File: config.mk
export PLATFORM = sky130hd
export DESIGN_NAME = hsr_halt_unit
export DESIGN_NICKNAME = d
export VERILOG_FILES = /design/src/hdl/hsr_pkg.sv /design/src/hdl/hsr_status_enc.sv /design/src/hdl/hsr_route.sv /design/src/hdl/hsr_halt_unit.sv
export SDC_FILE = /design/constraint.sdc
export NUM_CORES = 1
export LEC_CHECK = 0
export BUFFER_PORTS_ARGS = -buffer_cell sky130_fd_sc_hd__clkbuf_2
export CAP_MARGIN = 20
export CORE_UTILIZATION = 38
export CTS_CLUSTER_SIZE = 25
export DETAILED_ROUTE_END_ITERATION = 8
export PLACE_DENSITY = 0.87
export SYNTH_ARGS = -nofsm -noshare
export SYNTH_HDL_FRONTEND = slang
export SYNTH_SLANG_ARGS = --single-unit
File: constraint.sdc
create_clock -name clk -period 3.3 [get_ports clk]
set_input_delay 0.66 -clock clk [delete_from_list [all_inputs] [get_ports clk]]
set_output_delay 0.66 -clock clk [all_outputs]
set_load 0.02 [all_outputs]
File: src/hdl/hsr_pkg.sv
// Purpose: shared constants and carriers for halt state and status reporting
// Assumes: single clock domain, plain-port control and status
// Notes:   status codes are 8-bit, completion record codes as encoded
package hsr_pkg;

  // --------------------------------------------------------------
  // status codes
  // --------------------------------------------------------------
  localparam logic [7:0] ST_NONE      = 8'h00;
  localparam logic [7:0] ST_SUCCESS   = 8'h01;
  localparam logic [7:0] ST_FALSE_PRED = 8'h02;
  localparam logic [7:0] ST_PART_PF   = 8'h03;
  localparam logic [7:0] ST_PART_IRR  = 8'h04;
  localparam logic [7:0] ST_BATCH_FAIL = 8'h05;
  localparam logic [7:0] ST_BATCH_PF  = 8'h06;
  localparam logic [7:0] ST_DELTA_ORDER = 8'h07;
  localparam logic [7:0] ST_DELTA_RANGE = 8'h08;
  localparam logic [7:0] ST_DIF_ERR   = 8'h09;
  localparam logic [7:0] ST_CR_PF     = 8'h1a;
  localparam logic [7:0] ST_CR_ALIGN  = 8'h1b;
  localparam logic [7:0] ST_PRIV_DIS  = 8'h1d;

  // completion record address alignment (32 bytes -> low 5 bits)
  localparam int CR_ALIGN_BITS = 5;

  // --------------------------------------------------------------
  // device state and reset kind encodings
  // --------------------------------------------------------------
  localparam logic [1:0] DEV_ENABLED = 2'h1;
  localparam logic [1:0] DEV_HALTED  = 2'h2;
  localparam logic [1:0] DEV_DISABLED = 2'h0;

  localparam logic [1:0] RST_DEVICE_CMD = 2'h0;
  localparam logic [1:0] RST_FLR        = 2'h1;
  localparam logic [1:0] RST_WARM       = 2'h2;
  localparam logic [1:0] RST_COLD       = 2'h3;

  // reset values
  localparam logic [7:0] SWERR_RST = 8'h00;
  localparam logic [7:0] CR_RST    = 8'h00;

  // --------------------------------------------------------------
  // carriers
  // --------------------------------------------------------------
  typedef struct packed {
    logic       cfg_change;   // unsupported config change, e.g. bme drop
    logic       reg_parity;   // parity error on register write
    logic       buf_parity;   // parity error on internal buffer
    logic       fabric_sev;   // severe internal fabric error
  } hsr_halt_cause_s;

  typedef struct packed {
    logic        is_batch;
    logic        is_delta_apply;
    logic        is_dif;        // dif check, strip or update
    logic        cr_valid;      // completion record address valid flag
    logic        block_on_fault;
    logic        priv;
    logic [63:0] cr_addr;
  } hsr_desc_s;

  typedef struct packed {
    logic pf_partial;      // page fault, operation partial
    logic pr_invalid;      // invalid-request response to page request
    logic batch_sub_fail;  // a batch member did not succeed
    logic list_pf;         // unresolved fault on descriptor list
    logic delta_order;     // delta offsets not increasing
    logic delta_range;     // delta offset >= transfer size
    logic dif_err;
    logic cr_pf;           // completion record translation failed
    logic false_pred;
  } hsr_result_s;

  typedef struct packed {
    logic       valid;
    logic [7:0] status;
  } hsr_report_s;

endpackage : hsr_pkg

File: src/hdl/hsr_status_enc.sv
// Purpose: derive operation status code from descriptor and outcome
// Assumes: inputs are stable while valid
// Notes:   purely combinational, priority highest fault first
`timescale 1ns/1ns
module hsr_status_enc (
  input  hsr_pkg::hsr_desc_s   desc,
  input  hsr_pkg::hsr_result_s res,
  input  wire logic            priv_mode_en,
  output logic [7:0]           status
);

  // ------------------------------------------------------------
  // fault detection
  // ------------------------------------------------------------
  wire logic cr_misalign;
  wire logic priv_bad;
  assign cr_misalign = desc.cr_valid &&
                       (desc.cr_addr[hsr_pkg::CR_ALIGN_BITS-1:0] != '0);
  assign priv_bad    = desc.priv && !priv_mode_en;

  // priority encode, descriptor faults before operation outcome
  always_comb begin
    if (priv_bad)
      status = hsr_pkg::ST_PRIV_DIS;
    else if (cr_misalign)
      status = hsr_pkg::ST_CR_ALIGN;
    else if (desc.cr_valid && res.cr_pf)
      status = hsr_pkg::ST_CR_PF;
    else if (desc.is_batch && res.list_pf)
      status = hsr_pkg::ST_BATCH_PF;
    else if (desc.is_delta_apply && res.delta_order)
      status = hsr_pkg::ST_DELTA_ORDER;
    else if (desc.is_delta_apply && res.delta_range)
      status = hsr_pkg::ST_DELTA_RANGE;
    else if (desc.is_dif && res.dif_err)
      status = hsr_pkg::ST_DIF_ERR;
    else if (res.pr_invalid)
      status = hsr_pkg::ST_PART_IRR;
    else if (res.pf_partial && !desc.block_on_fault)
      status = hsr_pkg::ST_PART_PF;
    else if (desc.is_batch && res.batch_sub_fail)
      status = hsr_pkg::ST_BATCH_FAIL;
    else if (res.false_pred)
      status = hsr_pkg::ST_FALSE_PRED;
    else
      status = hsr_pkg::ST_SUCCESS;
  end

endmodule : hsr_status_enc

File: src/hdl/hsr_route.sv
// Purpose: choose completion record or error log for a status code
// Assumes: combinational decision, registered by the caller
// Notes:   error log wins when both could apply
`timescale 1ns/1ns
module hsr_route (
  input  wire logic [7:0] status,
  input  wire logic       cr_valid,
  output logic            to_log,
  output logic            to_cr
);

  // codes always logged, and codes allowed without a record
  wire logic forced_log;
  wire logic no_cr_ok;
  assign forced_log = (status == hsr_pkg::ST_CR_PF) ||
                      (status == hsr_pkg::ST_CR_ALIGN) ||
                      (status == hsr_pkg::ST_PRIV_DIS);
  assign no_cr_ok   = (status == hsr_pkg::ST_SUCCESS) ||
                      (status == hsr_pkg::ST_FALSE_PRED) ||
                      (status == hsr_pkg::ST_BATCH_FAIL);

  // route selection
  assign to_log = forced_log || (!cr_valid && !no_cr_ok);
  assign to_cr  = cr_valid && !forced_log;

endmodule : hsr_route

File: src/hdl/hsr_halt_unit.sv
// Purpose: halt state control and per-descriptor status reporting
// Assumes: one 25 MHz clock, async active-low reset, plain ports
// Notes:   halt is left only through nrst or a reset-device command
`timescale 1ns/1ns

// What this block does
// - status port shows device state, halted included
// - status port shows reset kind needed
// - halt entry pulses interrupt vector 0 if enabled
// - halt entry sets interrupt cause halt flag
// - config change, parity, fabric errors cause halt
// - data parity goes to aer, no halt
// - halted: upstream reads and writes blocked
// - halted: register read completions continue unless severe
// - halted: every enqueue gets retry answer
// - halted: invalidation completions unless severe or reset
// - halt leaves only through the reported reset
// - valid record gets status in its field
// - codes 1a, 1b, 1d go to error log
// - no record, not 01/02/05: log it
// - 01 success, 02 false predicate
// - 03 partial on page fault, no block
// - 04 partial on invalid page request response
// - 05 batch member failed, batch only
// - 06 batch list fault unresolved
// - 07 delta offsets out of order
// - 08 delta offset beyond transfer size
// - 09 dif error on check, strip, update
// - 1b completion record not 32-byte aligned
// - 1d privileged request while privilege disabled
module hsr_halt_unit (
  input  wire logic                   clk,
  input  wire logic                   nrst,
  // halt causes and control
  input  hsr_pkg::hsr_halt_cause_s    halt_cause,
  input  wire logic                   data_parity_err,
  input  wire logic                   pcie_reset_active,
  input  wire logic                   reset_device_cmd,
  input  wire logic                   halt_int_en,
  input  wire logic                   cause_clr,
  input  wire logic                   dev_enable,
  // upstream request gating
  input  wire logic                   up_req_valid,
  output logic                        up_req_valid_out,
  // register read completions
  input  wire logic                   reg_rd_cpl_valid,
  output logic                        reg_rd_cpl_valid_out,
  // invalidation completions
  input  wire logic                   inv_cpl_valid,
  output logic                        inv_cpl_valid_out,
  // descriptor submission
  input  wire logic                   enq_unpriv,
  input  wire logic                   enq_super,
  output logic                        enq_accept,
  output logic                        enq_retry,
  // descriptor completion
  input  wire logic                   op_done,
  input  hsr_pkg::hsr_desc_s          op_desc,
  input  hsr_pkg::hsr_result_s        op_res,
  input  wire logic                   priv_mode_en,
  output hsr_pkg::hsr_report_s        cr_write,
  output logic [7:0]                  software_error_log,
  output logic                        swerr_valid,
  input  wire logic                   swerr_clr,
  // status and interrupt
  output logic [1:0]                  dev_state,
  output logic [1:0]                  reset_type_needed,
  output logic                        halt_cause_flag,
  output logic                        msix_vec0_req,
  output logic                        aer_data_parity
);

  // ------------------------------------------------------------
  // device state machine
  // ------------------------------------------------------------
  typedef enum logic [2:0] {
    HSR_DISABLED = 3'b001,
    HSR_ENABLED  = 3'b010,
    HSR_HALTED   = 3'b100
  } hsr_state_e;

  hsr_state_e state_ff;
  hsr_state_e nxt_state;
  logic [1:0] rst_kind_ff;
  logic [1:0] nxt_rst_kind;
  logic       severe_ff;
  logic       cause_ff;
  logic       irq_ff;
  logic       aer_ff;
  logic [7:0] swerr_ff;
  logic       swerr_v_ff;
  hsr_pkg::hsr_report_s cr_ff;

  // halt causes; data parity is not among them
  wire logic any_cause;
  wire logic halted;
  wire logic enter_halt;
  assign any_cause  = halt_cause.cfg_change | halt_cause.reg_parity |
                      halt_cause.buf_parity | halt_cause.fabric_sev;
  assign halted     = (state_ff == HSR_HALTED);
  assign enter_halt = any_cause && !halted;

  // reset kind ranking by cause severity
  always_comb begin
    if (halt_cause.fabric_sev)
      nxt_rst_kind = hsr_pkg::RST_WARM;
    else if (halt_cause.buf_parity)
      nxt_rst_kind = hsr_pkg::RST_FLR;
    else
      nxt_rst_kind = hsr_pkg::RST_DEVICE_CMD;
  end

  // next state; only a reset-device command leaves halt in-band
  always_comb begin
    nxt_state = state_ff;
    unique case (state_ff)
      HSR_DISABLED: begin
        if (any_cause)
          nxt_state = HSR_HALTED;
        else if (dev_enable)
          nxt_state = HSR_ENABLED;
      end
      HSR_ENABLED: begin
        if (any_cause)
          nxt_state = HSR_HALTED;
        else if (!dev_enable)
          nxt_state = HSR_DISABLED;
      end
      HSR_HALTED: begin
        if (reset_device_cmd &&
            rst_kind_ff == hsr_pkg::RST_DEVICE_CMD)
          nxt_state = HSR_DISABLED;
      end
      default: nxt_state = HSR_DISABLED;
    endcase
  end

  // state register
  always_ff @(posedge clk or negedge nrst) begin
    if (!nrst) begin
      state_ff <= HSR_DISABLED;
    end else begin
      state_ff <= nxt_state;
    end
  end

  // reset kind and severity latched on entry
  always_ff @(posedge clk or negedge nrst) begin
    if (!nrst) begin
      rst_kind_ff <= hsr_pkg::RST_DEVICE_CMD;
      severe_ff   <= 1'b0;
    end else if (enter_halt) begin
      rst_kind_ff <= nxt_rst_kind;
      severe_ff   <= halt_cause.fabric_sev;
    end else if (!halted) begin
      severe_ff   <= 1'b0;
    end
  end

  // ------------------------------------------------------------
  // interrupt cause and vector request
  // ------------------------------------------------------------
  // set wins over clear
  always_ff @(posedge clk or negedge nrst) begin
    if (!nrst) begin
      cause_ff <= 1'b0;
      irq_ff   <= 1'b0;
    end else begin
      cause_ff <= enter_halt | (cause_ff & ~cause_clr);
      irq_ff   <= enter_halt & halt_int_en;
    end
  end

  // data parity reported upstream, no halt
  always_ff @(posedge clk or negedge nrst) begin
    if (!nrst) begin
      aer_ff <= 1'b0;
    end else begin
      aer_ff <= data_parity_err;
    end
  end

  // ------------------------------------------------------------
  // traffic gating while halted
  // ------------------------------------------------------------
  assign up_req_valid_out     = up_req_valid & ~halted;
  assign reg_rd_cpl_valid_out = reg_rd_cpl_valid &
                                ~(halted & severe_ff);
  assign inv_cpl_valid_out    = inv_cpl_valid &
                                ~(halted & (severe_ff |
                                  pcie_reset_active));

  // enqueue answers
  wire logic enq_any;
  assign enq_any     = enq_unpriv | enq_super;
  assign enq_retry   = enq_any & (halted |
                       state_ff == HSR_DISABLED);
  assign enq_accept  = enq_any & (state_ff == HSR_ENABLED);

  // ------------------------------------------------------------
  // status encode and route
  // ------------------------------------------------------------
  logic [7:0] op_status;
  logic       route_log;
  logic       route_cr;

  hsr_status_enc u_enc (
    .desc         (op_desc),
    .res          (op_res),
    .priv_mode_en (priv_mode_en),
    .status       (op_status)
  );

  hsr_route u_route (
    .status   (op_status),
    .cr_valid (op_desc.cr_valid),
    .to_log   (route_log),
    .to_cr    (route_cr)
  );

  // completion record write, one-cycle pulse
  always_ff @(posedge clk or negedge nrst) begin
    if (!nrst) begin
      cr_ff <= '{valid: 1'b0, status: hsr_pkg::CR_RST};
    end else begin
      cr_ff.valid <= op_done & route_cr & ~halted;
      if (op_done & route_cr)
        cr_ff.status <= op_status;
    end
  end

  // error log; new entry wins over clear
  always_ff @(posedge clk or negedge nrst) begin
    if (!nrst) begin
      swerr_ff   <= hsr_pkg::SWERR_RST;
      swerr_v_ff <= 1'b0;
    end else if (op_done & route_log) begin
      swerr_ff   <= op_status;
      swerr_v_ff <= 1'b1;
    end else if (swerr_clr) begin
      swerr_v_ff <= 1'b0;
    end
  end

  // ------------------------------------------------------------
  // status outputs
  // ------------------------------------------------------------
  assign dev_state = halted ? hsr_pkg::DEV_HALTED :
                     (state_ff == HSR_ENABLED) ? hsr_pkg::DEV_ENABLED :
                     hsr_pkg::DEV_DISABLED;
  assign reset_type_needed  = rst_kind_ff;
  assign halt_cause_flag    = cause_ff;
  assign msix_vec0_req      = irq_ff;
  assign aer_data_parity    = aer_ff;
  assign cr_write           = cr_ff;
  assign software_error_log = swerr_ff;
  assign swerr_valid        = swerr_v_ff;

endmodule : hsr_halt_unit

==> run metrics <==
worst endpoint required time 2640 ps; final worst setup slack 761 ps; final core utilization 51.8%; gr usage total 17.1%; DR WL/cell 11.4 µm; Reg area 527 µm²; cell area after synthesis 1240 µm²; Via Count 1164; Clk network pwr share 14.8%; area of the multi-input gates 648 µm²; Total Die Area 3500 µm²; RSZ-0062 raised after global routing no; # fillers 316; initial antenna violation count 0; ranking of synthesized cells by area dfrtp_1 40%, buf_4 4.2%, nand2_1 4.2%, nor2_1 3.9%, a21oi_1 3.6%; max cap viols 0; aggregate global routing overflow 0; first-pass GRT wire length 4660 µm; Power Internal 0.492 mW; crit path kind reg -> out; CTS sink cnt 21; largest net degree at the start of global routing 22; Yosys top cell by area dfrtp_1; VDD IR max 185 µV; sequential share of the synthesized area 42.4%; cts hold-fix bufs 0; port bufs 63; CP Data Arrival Time 1880 ps; crit end category output port; Final Setup Violations 0; Gates resized, CTS repair 0; Synth Area per Inst 9.20 µm²; Post-Route Skew 2.57 ps; starting density of the core 40.4%; Sw Pwr 0.320 mW; TritonCTS Buffers 3; Post-Route Setup TNS 0 ps; post-route ant nets 0; synthesized flop and latch total 21; Die Y 59.2 µm; leading cell type in the layout, fill and taps excluded clkbuf_2; Core Area 3080 µm²; most frequent cells in the layout 63 x clkbuf_2, 20 x dfrtp_1, 14 x nand2_1; Period Utilization, post-route 76.9%; final std cells w/o fill 241; Worst Hold Class in -> async; CTS tree yes; final number of hold-violating endpoints 0; Hold WS 311 ps; status finished clean; pre-CTS WS 1020 ps; n_diodes 0; HPWL Detailed 2280 µm; Die W 59.2 µm; Worst-Skew Late Latency 290 ps; count of final max-slew check failures 0; worst slew pin tran 621 ps; final WL 2750 µm; Crit Path Max Fanout 7; synth-to-layout area growth 28.3%; fin nets 297; share of cells above drive strength 1 42.1%; Slew headroom 58.5%; Comb pwr share 41.0%; drt via density 4.83; static leakage 0.825 nW; Post-Syn Instances 135; vias in the first global route 1046; root buf cell clkbuf_4; io pins 129; clock-pin slew on the worst setup and hold paths 110 ps; gpl congestion 0.753; share of flip-flops with an asynchronous set or reset 100%; Final Instance Area 1590 µm²; DR DRC count 0; total of warnings raised by yosys 0; main flop type after synthesis dfrtp_1; fmax 394 MHz; 1st-pass router iterations 4; dpl cells 237; total power 0.812 mW; # rows 20; Flop pwr share 44.3%; Period minus WS final 2540 ps; library cells used by synthesis 46; DR iter-0 viols 35; startpoint types register; Clock Path Buffers 2; switch share 39.4%; power per cell area 509 nW/µm²; setup repair bufs after CTS 0; htree depth 1; Area after DPL 1570 µm²; Yosys top cell area share 40.3%; number of synthesized flops with an enable pin 0
## flip-flops by register name, summed over array words and instances, names as in the netlist
name,cells
aer_data_parity,1
cr_write,6
halt_cause_flag,1
msix_vec0_req,1
reset_type_needed,2
severe_ff,1
software_error_log,5
state_ff,3
swerr_valid,1
## power by group through the flow
stage | clock network [mW] | registers, mW | logic [mW]
detailed placement | 0 | 0.364 | 0.335
global route | 0.134 | 0.366 | 0.378
global placement | 0 | 0.360 | 0.328
finish | 0.120 | 0.359 | 0.333
CTS | 0.125 | 0.359 | 0.336
floorplan | 0 | 0.373 | 0.224
## logic make-up after synthesis
kind of cell / synth area share (%)
compound gates: 25.6
xor+xnor: 1.41
buf+inv: 6.95
flops: 42.4
mux: 0.906
other cells: 0.302
simple gates: 22.5
## layer usage
layer  global-route usage, %  part of all wire [%]  vias to the layer above
met5                       0                     0                        -
met4                    4.08                  0.55                        0
met3                    1.97                   4.4                        2
met2                    25.8                    45                       38
met1                    26.0                    50                      531
li1                        -                     -                      593
## critical path, cell delays in order (launching register included)
cell and delay (ps):
dfstp_2 620, nand2b_1 140, or2_0 270, inv_1 160, a21boi_0 200, clkbuf_2 190
## synth_stat cells, types with 2 or more instances
cell / instances
o21a_1: 2
o21ai_0: 9
a22o_2: 2
dfrtp_1: 20
clkbuf_1: 3
xnor2_1: 2
a22o_1: 2
and2_1: 2
a21bo_2: 2
nor2_1: 13
buf_4: 7
a21oi_1: 9
or2b_2: 2
inv_1: 6
nand2_1: 14
or4_1: 2
nand3_1: 3
nor3_1: 3
a31oi_1: 4
a22oi_1: 2
## final timing paths
path	from	to	slack, ps	depth (start not counted)
setup / recovery	state_ff[0]	reg_rd_cpl_valid_out	760	5
hold / removal	nrst	state_ff[1]	310	1
setup reg to reg	state_ff[0]	severe_ff	1710	4
hold reg to reg	cr_write[1]	cr_write[1]	490	2
max in group asynchronous	nrst	state_ff[0]	2630	1
min in group clk	data_parity_err	aer_data_parity	470	1
## cell type report
cell class,instances,share of cell area [%]
well taps,44,3.45
inverters,6,1.41
multi-input cells,103,40.7
clock buffers,4,1.65
flip-flops and latches,21,33.0
repair buffers,63,19.8
No activity file was read; power rests on OpenSTA's default activity.
